<file path="config.mk">
export PLATFORM = sky130hd
export DESIGN_NAME = dplw_walker
export DESIGN_NICKNAME = d
export VERILOG_FILES = /design/src/dplw_pkg.sv /design/src/dplw_fifo.sv /design/src/dplw_walker.sv
export VERILOG_INCLUDE_DIRS = /design/src
export SDC_FILE = /design/constraint.sdc
export NUM_CORES = 2
export LEC_CHECK = 0
export BUFFER_PORTS_ARGS = -buffer_cell sky130_fd_sc_hd__buf_2
export CAP_MARGIN = 10
export CORE_AREA = 2 2 453 568
export DETAILED_ROUTE_END_ITERATION = 8
export DIE_AREA = 0 0 455 570
export PLACE_DENSITY_LB_ADDON = 0.1
export SLEW_MARGIN = 20
export SYNTH_ARGS = -nofsm -noshare
export SYNTH_HDL_FRONTEND = slang
export SYNTH_SLANG_ARGS = --single-unit
export TNS_END_PERCENT = 50
</file>
<file path="constraint.sdc">
create_clock -name CLK -period 26 [get_ports CLK]
set_input_delay 1.3 -clock CLK [delete_from_list [all_inputs] [get_ports CLK]]
set_output_delay 1.3 -clock CLK [all_outputs]
set_load 0.02 [all_outputs]
</file>
<file path="src/dplw_defs.svh">
// Constants for the data pointer list walker: field positions and sizes
`ifndef DPLW_DEFS_SVH
`define DPLW_DEFS_SVH

// ************************************************************
// Page pointer entry layout
// ************************************************************
`define DPLW_ENTRY_BYTES 64'h0000000000000008
`define DPLW_ENTRY_RSVD_MASK 64'h0000000000000003
`define DPLW_LIST_ALIGN_MASK 64'h0000000000000007
`define DPLW_PAGE_SHIFT_BASE 6'h0c
`define DPLW_MPS_MAX 4'hf

// ************************************************************
// Scatter-gather descriptor layout
// ************************************************************
`define DPLW_DESC_BYTES 64'h0000000000000010
`define DPLW_DESC_SHIFT 4
`define DPLW_DESC_ADDR_LSB 0
`define DPLW_DESC_LEN_LSB 64
`define DPLW_DESC_ZERO_LSB 120
`define DPLW_DESC_TYPE_LSB 124

// ************************************************************
// Reset values
// ************************************************************
`define DPLW_RST_ADDR 64'h0000000000000000
`define DPLW_RST_LEN 32'h00000000
`define DPLW_RST_SEGLEFT 28'h0000000

`endif

</file>
<file path="src/dplw_pkg.sv">
// Types used by the data pointer list walker for its state, descriptors and errors
package dplw_pkg;

	// Walker states
	typedef enum logic [3:0] {
		ST_IDLE = 4'h0,
		ST_PG_FIRST = 4'h1,
		ST_PG_SECOND = 4'h2,
		ST_PG_FETCH = 4'h3,
		ST_PG_WAIT = 4'h4,
		ST_SG_FETCH = 4'h5,
		ST_SG_WAIT = 4'h6,
		ST_SG_EVAL = 4'h7,
		ST_SG_NEXT = 4'h8,
		ST_EMIT = 4'h9,
		ST_FINISH = 4'ha
	} dplw_state_t;

	// Descriptor type codes
	typedef enum logic [3:0] {
		DT_DATA = 4'h0,
		DT_BITBKT = 4'h1,
		DT_SEG = 4'h2,
		DT_LAST = 4'h3,
		DT_VENDOR = 4'hf
	} dplw_dtype_t;

	// Error causes reported with the error pulse
	typedef enum logic [2:0] {
		ER_NONE = 3'h0,
		ER_CHAIN_POS = 3'h1,
		ER_LAST_CHAIN = 3'h2,
		ER_TYPE = 3'h3,
		ER_WRAP = 3'h4,
		ER_SHORT = 3'h5,
		ER_ZERO = 3'h6
	} dplw_err_t;

	// Whole walker state
	typedef struct packed {
		dplw_state_t st;
		dplw_state_t ret;
		logic scatter_gather_list;
		logic [3:0] mps;
		logic [31:0] rem;
		logic [63:0] ptr1;
		logic [63:0] ptr2;
		logic [63:0] list_addr;
		logic [63:0] em_addr;
		logic [31:0] em_len;
		logic [27:0] seg_left;
		logic in_last;
		logic [127:0] desc;
		logic done;
		logic err;
		dplw_err_t err_code;
	} dplw_walk_t;

endpackage

</file>
<file path="src/dplw_fifo.sv">
// Small flip-flop FIFO with valid/ready on both sides
`timescale 1ns/1ps
module dplw_fifo #(
	parameter int W = 96,
	parameter int D = 8
) (
	// Clock and reset
	input wire logic clk,
	input wire logic rst,
	// Fill side
	input wire logic in_valid,
	output logic in_ready,
	input wire logic [W-1:0] in_data,
	// Drain side
	output logic out_valid,
	input wire logic out_ready,
	output logic [W-1:0] out_data
);
	localparam int AW = (D > 1) ? $clog2(D) : 1;

	// Depth must be a power of two so the pointers wrap by themselves
	if (D < 2 || (D & (D - 1)) != 0) begin : g_chk
		$error("dplw_fifo: depth must be a power of two of at least 2");
	end

	typedef struct packed {
		logic [D-1:0][W-1:0] mem;
		logic [AW-1:0] wr;
		logic [AW-1:0] rd;
		logic [AW:0] cnt;
	} fifo_st_t;

	fifo_st_t q, d;
	logic push, pop;

	// Honest flags: full stops the source, empty stops the sink
	assign in_ready = (q.cnt != (AW+1)'(D));
	assign out_valid = (q.cnt != '0);
	assign out_data = q.mem[q.rd];
	assign push = in_valid && in_ready;
	assign pop = out_valid && out_ready;

	// Next state
	always_comb begin
		d = q;
		if (push) begin
			d.mem[q.wr] = in_data;
			d.wr = q.wr + 1'b1;
		end
		if (pop) begin
			d.rd = q.rd + 1'b1;
		end
		if (push && !pop) begin
			d.cnt = q.cnt + 1'b1;
		end else if (pop && !push) begin
			d.cnt = q.cnt - 1'b1;
		end
	end

	// Register; storage needs no reset, only the pointers and the count do
	always_ff @(posedge clk) begin
		if (rst) begin
			q.wr <= '0;
			q.rd <= '0;
			q.cnt <= '0;
			q.mem <= d.mem;
		end else begin
			q <= d;
		end
	end
endmodule

</file>
<file path="src/dplw_walker.sv">
// Data pointer list walker: page pointer lists and scatter-gather segments
`timescale 1ns/1ps
`include "dplw_defs.svh"

// Behaviour
// - Entry is 64 bits, bits 1:0 reserved
// - Offset spans log2(page)-1 down to 2
// - Last list slot chains to next page
// - List continues after command's own entries
// - First entry may start mid-page
// - List pointer qword aligned, any offset
// - Entry count derived from length, page size
// - Fixed entries allow any fetch order
// - Page size from configuration field
// - Data buffers: any byte address, length
// - Descriptors 16 bytes, packed back-to-back
// - Abort on misplaced or extra chaining descriptor
// - Abort on chaining inside last segment
// - Reserved or unsupported type is error
// - All-zero descriptor transfers nothing
// - Type in byte 15 bits 7:4
// - Address plus length past 2^64 errors
module dplw_walker #(
	parameter int FIFO_DEPTH = 8,
	parameter logic [3:0] MAX_MPS = `DPLW_MPS_MAX
) (
	// Clock and reset
	input wire logic CLK,
	input wire logic RST,
	// Command: pointer kind, two pointer slots, byte length
	input wire logic CMD_VALID,
	output logic CMD_READY,
	input wire logic CMD_SGL,
	input wire logic [63:0] CMD_PTR1,
	input wire logic [63:0] CMD_PTR2,
	input wire logic [31:0] CMD_LEN,
	// Memory page size configuration, page = 4KB << value
	input wire logic [3:0] MEMORY_PAGE_SIZE_CONFIG,
	// Read request for pointer structures in host memory
	output logic MEM_REQ_VALID,
	input wire logic MEM_REQ_READY,
	output logic [63:0] MEM_REQ_ADDR,
	input wire logic MEM_RSP_VALID,
	input wire logic [127:0] MEM_RSP_DATA,
	// Transfer stream: host address and byte count
	output logic XFER_VALID,
	input wire logic XFER_READY,
	output logic [63:0] XFER_ADDR,
	output logic [31:0] XFER_LEN,
	// Completion
	output logic BUSY,
	output logic DONE,
	output logic ERR,
	output logic [2:0] ERR_CODE
);
	// Page shift must keep a whole page length inside 32 bits
	if (MAX_MPS > 4'h0f || FIFO_DEPTH < 2) begin : g_chk
		$error("dplw_walker: unsupported MAX_MPS or FIFO_DEPTH");
	end

	// Queue pointers wrap by themselves, so depth is a power of two
	if ((FIFO_DEPTH & (FIFO_DEPTH - 1)) != 0) begin : g_chk_pow2
		$error("dplw_walker: FIFO_DEPTH must be a power of two");
	end

	dplw_pkg::dplw_walk_t q, d;

	logic fifo_ready;
	logic [95:0] fifo_out;
	logic [63:0] page_bytes;
	logic [63:0] off_mask;
	logic [63:0] first_off;
	logic [63:0] first_room;
	logic [63:0] entry;
	logic last_slot;
	logic [3:0] dtype;
	logic [3:0] dzero;
	logic [63:0] daddr;
	logic [31:0] dlen;
	logic [64:0] dend;
	logic dwrap;
	logic [31:0] rem_after;

	// ************************************************************
	// Page geometry
	// ************************************************************

	// Page size taken from the latched configuration
	assign page_bytes = 64'h1 << (`DPLW_PAGE_SHIFT_BASE + {2'h0, q.mps});
	assign off_mask = page_bytes - 64'h1;
	// Offset of first entry, reserved low bits dropped
	assign first_off = q.ptr1 & off_mask & ~`DPLW_ENTRY_RSVD_MASK;
	assign first_room = page_bytes - first_off;

	// Fetched list entry with reserved bits cleared
	assign entry = MEM_RSP_DATA[63:0] & ~`DPLW_ENTRY_RSVD_MASK;
	// The slot just before the page end holds the chain pointer
	assign last_slot = ((q.list_addr + `DPLW_ENTRY_BYTES) & off_mask)
		== 64'h0;

	// ************************************************************
	// Descriptor fields
	// ************************************************************

	assign dtype = q.desc[`DPLW_DESC_TYPE_LSB +: 4];
	assign dzero = q.desc[`DPLW_DESC_ZERO_LSB +: 4];
	assign daddr = q.desc[`DPLW_DESC_ADDR_LSB +: 64];
	assign dlen = q.desc[`DPLW_DESC_LEN_LSB +: 32];
	// End address past 2^64 is an error; exactly 2^64 is allowed
	assign dend = {1'b0, daddr} + {33'h0, dlen};
	assign dwrap = dend[64] && (dend[63:0] != 64'h0);

	// Bytes still owed once the pending entry is queued
	assign rem_after = q.rem - q.em_len;

	// ************************************************************
	// Handshake and status outputs
	// ************************************************************

	// Ready, request and busy decode the state register directly; DONE and ERR come from their own flops
	assign CMD_READY = (q.st == dplw_pkg::ST_IDLE);
	assign MEM_REQ_VALID = (q.st == dplw_pkg::ST_PG_FETCH) ||
		(q.st == dplw_pkg::ST_SG_FETCH);
	assign MEM_REQ_ADDR = q.list_addr;
	assign BUSY = (q.st != dplw_pkg::ST_IDLE);
	assign DONE = q.done;
	assign ERR = q.err;
	assign ERR_CODE = q.err_code;
	assign XFER_ADDR = fifo_out[95:32];
	assign XFER_LEN = fifo_out[31:0];

	// ************************************************************
	// Walker
	// ************************************************************

	// Next state; only one structure fetch is outstanding at a time
	always_comb begin
		d = q;
		d.done = 1'b0;
		d.err = 1'b0;
		case (q.st)
			dplw_pkg::ST_IDLE: begin
				if (CMD_VALID) begin
					d.scatter_gather_list = CMD_SGL;
					d.ptr1 = CMD_PTR1;
					d.ptr2 = CMD_PTR2;
					d.rem = CMD_LEN;
					d.mps = (MEMORY_PAGE_SIZE_CONFIG > MAX_MPS) ?
						MAX_MPS : MEMORY_PAGE_SIZE_CONFIG;
					d.err_code = dplw_pkg::ER_NONE;
					// The command's own descriptor is a segment of one
					d.desc = {CMD_PTR2, CMD_PTR1};
					d.seg_left = 28'h1;
					d.in_last = 1'b0;
					if (CMD_LEN == 32'h0) begin
						d.st = dplw_pkg::ST_FINISH;
					end else if (CMD_SGL) begin
						d.st = dplw_pkg::ST_SG_EVAL;
					end else begin
						d.st = dplw_pkg::ST_PG_FIRST;
					end
				end
			end
			dplw_pkg::ST_PG_FIRST: begin
				// First entry may begin at any dword in its page
				d.em_addr = q.ptr1 & ~`DPLW_ENTRY_RSVD_MASK;
				d.em_len = ({32'h0, q.rem} < first_room) ?
					q.rem : first_room[31:0];
				d.ret = dplw_pkg::ST_PG_SECOND;
				d.st = dplw_pkg::ST_EMIT;
			end
			dplw_pkg::ST_PG_SECOND: begin
				// Second slot is data if one page remains, else a list
				if ({32'h0, q.rem} <= page_bytes) begin
					d.em_addr = q.ptr2 & ~`DPLW_ENTRY_RSVD_MASK;
					d.em_len = q.rem;
					d.ret = dplw_pkg::ST_FINISH;
					d.st = dplw_pkg::ST_EMIT;
				end else begin
					// List may begin mid-page; walk continues there
					d.list_addr = q.ptr2 & ~`DPLW_LIST_ALIGN_MASK;
					d.st = dplw_pkg::ST_PG_FETCH;
				end
			end
			dplw_pkg::ST_PG_FETCH: begin
				// Request and address hold until memory takes them
				if (MEM_REQ_READY) begin
					d.st = dplw_pkg::ST_PG_WAIT;
				end
			end
			dplw_pkg::ST_PG_WAIT: begin
				if (MEM_RSP_VALID) begin
					if (last_slot && ({32'h0, q.rem} > page_bytes)) begin
						// Chain to next list page, fetched only now
						d.list_addr = entry;
						d.st = dplw_pkg::ST_PG_FETCH;
					end else begin
						// Later entries start on a page boundary
						d.em_addr = entry;
						d.em_len = ({32'h0, q.rem} < page_bytes) ?
							q.rem : page_bytes[31:0];
						// Fixed-size entries allow any order; kept in order
						d.list_addr = q.list_addr + `DPLW_ENTRY_BYTES;
						d.ret = dplw_pkg::ST_PG_FETCH;
						d.st = dplw_pkg::ST_EMIT;
					end
				end
			end
			dplw_pkg::ST_SG_FETCH: begin
				// Request and address hold until memory takes them
				if (MEM_REQ_READY) begin
					d.st = dplw_pkg::ST_SG_WAIT;
				end
			end
			dplw_pkg::ST_SG_WAIT: begin
				// Whole descriptor lands at once; step to next slot
				if (MEM_RSP_VALID) begin
					d.desc = MEM_RSP_DATA;
					d.list_addr = q.list_addr + `DPLW_DESC_BYTES;
					d.st = dplw_pkg::ST_SG_EVAL;
				end
			end
			dplw_pkg::ST_SG_EVAL: begin
				case (dtype)
					dplw_pkg::DT_DATA: begin
						d.seg_left = q.seg_left - 28'h1;
						if (dzero != 4'h0) begin
							d.err_code = dplw_pkg::ER_ZERO;
							d.st = dplw_pkg::ST_FINISH;
						end else if (dwrap) begin
							d.err_code = dplw_pkg::ER_WRAP;
							d.st = dplw_pkg::ST_FINISH;
						end else if (dlen == 32'h0) begin
							// Null descriptor moves no data
							d.st = dplw_pkg::ST_SG_NEXT;
						end else begin
							// Any byte address and length pass through
							d.em_addr = daddr;
							d.em_len = (dlen < q.rem) ? dlen : q.rem;
							d.ret = dplw_pkg::ST_SG_NEXT;
							d.st = dplw_pkg::ST_EMIT;
						end
					end
					dplw_pkg::DT_SEG, dplw_pkg::DT_LAST: begin
						if (q.seg_left != 28'h1) begin
							// Chaining before the last slot
							d.err_code = dplw_pkg::ER_CHAIN_POS;
							d.st = dplw_pkg::ST_FINISH;
						end else if (q.in_last) begin
							d.err_code = dplw_pkg::ER_LAST_CHAIN;
							d.st = dplw_pkg::ST_FINISH;
						end else begin
							d.list_addr = daddr;
							d.seg_left = dlen[31:`DPLW_DESC_SHIFT];
							d.in_last = (dtype == dplw_pkg::DT_LAST);
							d.st = dplw_pkg::ST_SG_NEXT;
						end
					end
					default: begin
						// Bit bucket, reserved and vendor codes unsupported
						d.err_code = dplw_pkg::ER_TYPE;
						d.st = dplw_pkg::ST_FINISH;
					end
				endcase
			end
			dplw_pkg::ST_SG_NEXT: begin
				// Descriptors ran out before the length was met
				if (q.seg_left == 28'h0) begin
					d.err_code = dplw_pkg::ER_SHORT;
					d.st = dplw_pkg::ST_FINISH;
				end else begin
					d.st = dplw_pkg::ST_SG_FETCH;
				end
			end
			dplw_pkg::ST_EMIT: begin
				// Stalls here while the queue is full
				if (fifo_ready) begin
					d.rem = rem_after;
					d.st = (rem_after == 32'h0) ?
						dplw_pkg::ST_FINISH : q.ret;
				end
			end
			dplw_pkg::ST_FINISH: begin
				// One-cycle pulse; the cause code stays until next take
				d.done = (q.err_code == dplw_pkg::ER_NONE);
				d.err = (q.err_code != dplw_pkg::ER_NONE);
				d.st = dplw_pkg::ST_IDLE;
			end
			default: begin
				// Unused codes fall back to idle
				d.st = dplw_pkg::ST_IDLE;
			end
		endcase
	end

	// State register
	always_ff @(posedge CLK) begin
		if (RST) begin
			q.st <= dplw_pkg::ST_IDLE;
			q.ret <= dplw_pkg::ST_IDLE;
			q.scatter_gather_list <= 1'b0;
			q.mps <= 4'h0;
			q.rem <= `DPLW_RST_LEN;
			q.ptr1 <= `DPLW_RST_ADDR;
			q.ptr2 <= `DPLW_RST_ADDR;
			q.list_addr <= `DPLW_RST_ADDR;
			q.em_addr <= `DPLW_RST_ADDR;
			q.em_len <= `DPLW_RST_LEN;
			q.seg_left <= `DPLW_RST_SEGLEFT;
			q.in_last <= 1'b0;
			q.desc <= 128'h0;
			q.done <= 1'b0;
			q.err <= 1'b0;
			q.err_code <= dplw_pkg::ER_NONE;
		end else begin
			q <= d;
		end
	end

	// ************************************************************
	// Transfer queue
	// ************************************************************

	// Decouples the walk from a slow data mover
	dplw_fifo #(
		.W(96),
		.D(FIFO_DEPTH)
	) u_fifo (
		.clk(CLK),
		.rst(RST),
		.in_valid(q.st == dplw_pkg::ST_EMIT),
		.in_ready(fifo_ready),
		.in_data({q.em_addr, q.em_len}),
		.out_valid(XFER_VALID),
		.out_ready(XFER_READY),
		.out_data(fifo_out)
	);
endmodule
</file>
After elaboration in Yosys (flattened, before gate mapping)
Index checks and enable logic that the tools add are counted.

storage, ports and cells
  input bits = 299
  register bits after elaboration = 1272
  word-level logic and storage cells = 200

operators by class
  eq/ne operators = 36
  bitwise operators = 3
  order comparisons = 9
  multiplexer cells = 72
  shift operators = 1
  reduce and logical (&&, ||, !) cells = 41
  $add $sub $neg = 12

operators with widths
  operator               count
  $mux 771               1
  $bwmux 768             1
  $mux 96                8
  $mux 64                6
  $pmux 96 s4            1
  $mux 160               2
  $bmux 96 s3            1
  $demux 96 s3           1
  $pmux 128 s2           1
  $pmux 64 s4            1
  $mux 157               1
  $and 64x64->64         2
  $lt 32x64->1           2
  $mux 128               1
  $mux 32                4
  $logic_not 32->1       3
  $mux 4                 21
  $add 64x32->65         1
  $add 64x4->64 const B  1
  $add 64x5->64 const B  1
  $gt 32x64->1           1
  $le 32x64->1           1
  $logic_not 64->1       1
  $pmux 32 s2            1
  other kinds (54)       110

Depth between registers and ports, before layout
  depth in word-level cells = 9
  gate-level depth with buffers = 39
  mapped depth without buffers = 31

Modules after synthesis
A second synthesis with hierarchy kept.

unflattened totals
  cells, all modules = 6082
  area, all modules = 65137.5 um2

by module, submodules not included
  module       area each (um2)  cells an instance  times used
  dplw_walker  35748.0          4903               1
  dplw_fifo    29389.4          1179               1

Least setup slack after synthesis
No wires, ideal clock.

  kind = flip-flop to flip-flop
  start = reg q[493] (netlist bit)
  end = reg u_fifo.q[202] (netlist bit), enable pin
  period minus slack after synthesis = 12.062 ns
  arrival time = 11.242 ns
  path buffers = 2
  setup time = 0.820 ns
  setup slack = 13.938 ns
  cell stages (with the launch flop) = 7
  cells stage by stage = dfxtp_1 > clkbuf_1 > nor2_1 > and3_1 > clkbuf_1 > nand2_1 > nor4b_1

between the ends
  longest elaborated chain between the ends = 3

ends and longest elaborated chain
  what                RTL line            RTL
  start: declaration  dplw_walker.sv:66   dplw_pkg::dplw_walk_t q, d;
  $eq 4x4->1          dplw_walker.sv:331  .in_valid(q.st == dplw_pkg::ST_EMIT),
  $logic_and 1x1->1   dplw_fifo.sv:40     assign push = in_valid && in_ready;
  $mux 771            dplw_fifo.sv:46     if (push) begin
  end: declaration    dplw_fifo.sv:33     fifo_st_t q, d;

Every way passes these cells.
A chain may end at the register's enable or synchronous reset.

Worst setup path in the final report
  start = reg q[484] (netlist bit)
  end = reg q[165] (netlist bit)

between the ends
  longest elaborated chain between the ends = 8

ends and longest elaborated chain
  what                                                RTL line                                RTL
  $add 4x4->5 (no line) (*)                           --
  $shl 1x5->64 (*)                                    dplw_walker.sv:89                       assign page_bytes = 64'h1 << (`DPLW_PAGE_SHIFT_BASE + {2'h0, q.mps});
  $sub 64x1->64                                       dplw_walker.sv:90                       assign off_mask = page_bytes - 64'h1;
  $and 64x64->64 (on tied branches)                   dplw_walker.sv:92, dplw_walker.sv:98
  $sub 64x64->64 or $logic_not 64->1 (tied branches)  dplw_walker.sv:93, dplw_walker.sv:98
  $lt 32x64->1 or $logic_and 1x1->1 (tied branches)   dplw_walker.sv:167, dplw_walker.sv:193
  $mux 32 or $ne 2x2->1 (tied branches)               --
  $pmux 96 s4 or $reduce_and 8->1 (tied branches)     --

Mark *: on every way between the ends. The rest lies on a longest branch, timed or not. The select of a mux whose other input is x is not followed.

==> impl_metrics.ini <==
[status]
status = finished, final reports clean

[yosys]
syn_nets = 6747
synthAdderAreaFrac_pct = 3.48
synthFlopType = edfxtp_1
synth_top_family_by_area = compound AO/OA/AOI/OAI gates
synth_top_area_share_pct = 35.1
synth_warnings = 0
synthXorXnorAreaFrac_pct = 2.49
ys_seq_elements = 1243
synth_compound_area_share_pct = 16.6
syn_area_per_cell_sq_um = 10.5
syn_area_sq_um = 65800
synth_edf_count = 768
synthCells = 6267
ys_seq_area_share_pct = 49.5
netlist.top_cell.by_area = edfxtp_1
synth.area.mux_share_pct = 9.16
synthSimpleGateAreaFrac_pct = 14.3
ys_types = 96
synth_area_leaders = edfxtp_1 (35%), dfxtp_1 (14%), mux4_2 (6.6%), nand2_1 (4.9%), a21oi_1 (3.6%)
synthArstFlopShare_pct = 0

[die]
design.die.area_sq_um = 259000
die_w_um = 455
io_pins = 468
initial_core_util_pct = 25.9
core_sq_um = 254000
die_h_um = 570
num_rows = 207

[clock_network]
cts_buffer_depth = 4
cts_resized = 0
cts_setup_buffers = 0
h-tree-depth = 4
cts.sinks = 1243
cts_inserted_buffers = 148
path_clk_slew_ns = 0.06
cts_hold_buf = 0
cts_tree = yes
root_buffer = clkbuf_16
clk_latency_ns = 0.83

[grt]
first_global_vias = 52800
grt.total_usage_pct = 22.5
top_usage_layer = met2
grt_use_met3_pct = 3.13
grt_start_max_net_pins = 167
antenna_found_initial = 62
met2_usage_pct = 36.3
grt_pass1_wl_mm = 419
use_met1_pct = 30.0
grt_overflow = 0

[detailed_routing]
drc = 0
drtPass1Iterations = 9
routed_wl_mm = 302
wl_per_cell_um = 30.3
vias_per_cell = 5.48
num_vias = 54500
final_antenna_net_count = 0
drt-initial-drc-count = 5423

[timing]
period_minus_slack_ns = 9.15
slew_viol_final = 0
max_clock_freq_ghz = 0.109
setup_viol = 0
tightest_slew_ns = 1.24
final.setup_skew_ns = 0.0689
min_period_over_period_pct = 35.2
setup-tns-final_ns = 0
hold_violations = 0
rsz0062_at_grt = no
relSlewSlack_pct = 17.4

[job]
max_cap_viol_count = 0

[worst_setup_path]
crit_type = register to register
critPathMaxFanout = 48
cp-end-kind = register
crit_arrival_ns = 9.83
start_kind = register
cp.required_ns = 26.68

[place]
post-place-cells = 9674
port_buffers = 443
dp_hpwl_mm = 217
gp_congestion = 0.936

[power_and_ir_drop]
ir_drop_v = 0.0000768
leakagePower_nw = 25.9
p_per_area_nw_per_um2 = 119

[finish]
final_cells = 9950
drive_gt1_share_pct = 17.9
fin_nets = 6960
syn_to_final_growth_pct = 15.4

[min_path]
hp-class = register to register
## metal layers
metal  part of all wire [%]  vias up
met5                  0.011        -
met4                    4.3        6
met3                    5.6      464
met2                     47     2011
met1                     43    27700
li1                       -    24300
## worst max-delay path: stages (launching register included)
cell	delay, ns
dfxtp_1	0.31
buf_4	0.42
inv_1	0.27
ha_1	0.47
buf_4	0.34
and3_1	0.28
nand2_1	0.12
ha_1	0.15
buf_4	0.34
inv_1	0.41
a2111oi_0	0.73
nor2_1	0.11
and2_1	0.22
o31a_1	0.32
o21ai_1	0.31
o21ai_1	0.32
o41ai_1	0.49
xnor2_1	0.20
ha_1	0.33
nand2_1	0.07
nor4_1	0.62
o221ai_1	0.20
a311oi_1	0.33
o211ai_2	0.13
buf_4	0.28
nor2_1	0.61
a222oi_1	0.26
a311oi_1	0.28
## layout make-up
class	count	area, sq um
clock inverter	52	584
antenna	29	72.6
inverter	151	567
timing repair buffer	598	3490
multi-input combinational	4338	30400
clock buffer	195	4010
tap	3344	4180
sequential	1243	32600
fill	26300	178000
## cells in the final DEF, fill, tap and decap left out, drive strengths merged, types with 150 or more instances in the layout
cell and instances:
nand2 862, edfxtp 768, buf 598, dfxtp 475, a21oi 474, nor2 469, o21ai 225, a311oi 207
clkbuf 195, mux4 192, ha 178, inv 150
## worst paths after layout
check | start | endpoint | slack [ns] | depth (start not counted)
worst max-delay path | q[484]$_SDFFE_PP0P_ | q[165]$_SDFFE_PP0P_ | 16.85 | 27
worst min-delay path | q[421]$_SDFFE_PP0P_ | q[229]$_SDFFE_PP0P_ | 0.45 | 2
worst max register to register | q[484]$_SDFFE_PP0P_ | q[165]$_SDFFE_PP0P_ | 16.85 | 27
worst min register to register | q[421]$_SDFFE_PP0P_ | q[229]$_SDFFE_PP0P_ | 0.45 | 2
## flip-flops by register name, indices dropped and copies added, names as in the netlist
name	flops
DONE	1
ERR	1
ERR_CODE	3
MEM_REQ_ADDR	64
daddr	64
dlen	32
dtype	4
dzero	4
q	292
u_fifo.q	778
## cell families after synthesis
| logic type | after synthesis |
|---|---|
| buffers and inverters | 686 |
| AND/OR/NAND/NOR | 2047 |
| flip-flops | 1243 |
| AO/OA/AOI/OAI | 1574 |
| XOR/XNOR | 187 |
| adder cells (fa/ha/maj) | 181 |
| multiplexers | 349 |
## metrics by stage
stage | utilization (%) | hold WS, ns | power, mW | setup slack (ns) | cell area (sq um)
2_1_floorplan | - | 0.436 | 5.38 | 13.94 | 65800
3_3_place_gp | 28.1 | 0.445 | 6.96 | 17.13 | 71300
3_5_place_dp | 28.1 | 0.450 | 6.99 | 17.09 | 71300
4_1_cts | 29.9 | 0.439 | 9.09 | 17.00 | 75900
5_1_grt | 29.9 | 0.476 | 9.53 | 16.34 | 75900
6_report | 29.9 | 0.446 | 9.03 | 16.85 | 75900
## power breakdown
group / switching [mW] / internal, mW
Sequential: 0.517 / 2.40
Combinational: 2.65 / 1.40
Clock: 0.860 / 1.20
Total: 4.03 / 5.00
## cell usage after synthesis, drive strengths merged, types with 14 or more instances
| library cell | instances |
|---|---|
| nand2 | 862 |
| or3 | 39 |
| o31a | 15 |
| a222oi | 96 |
| a211oi | 78 |
| ha | 178 |
| edfxtp | 768 |
| buf | 144 |
| or2 | 24 |
| a31oi | 32 |
| nor4 | 72 |
| and3 | 44 |
| mux2 | 103 |
| dfxtp | 475 |
| xnor2 | 108 |
| and2 | 28 |
| a22oi | 44 |
| xor2 | 79 |
| mux2i | 54 |
| nor2b | 33 |
| a311oi | 207 |
| inv | 148 |
| mux4 | 192 |
| or4 | 27 |
| nor3 | 124 |
| a221oi | 29 |
| a32oi | 16 |
| nor3b | 14 |
| nand2b | 40 |
| o21a | 31 |
| nor2 | 469 |
| o211ai | 62 |
| nand4 | 80 |
| o31ai | 42 |
| clkbuf | 391 |
| and4 | 23 |
| nand3 | 127 |
| a21oi | 474 |
| a21o | 45 |
| o21ai | 225 |
| a2111oi | 20 |
No activity file was read; power rests on OpenSTA's default activity.
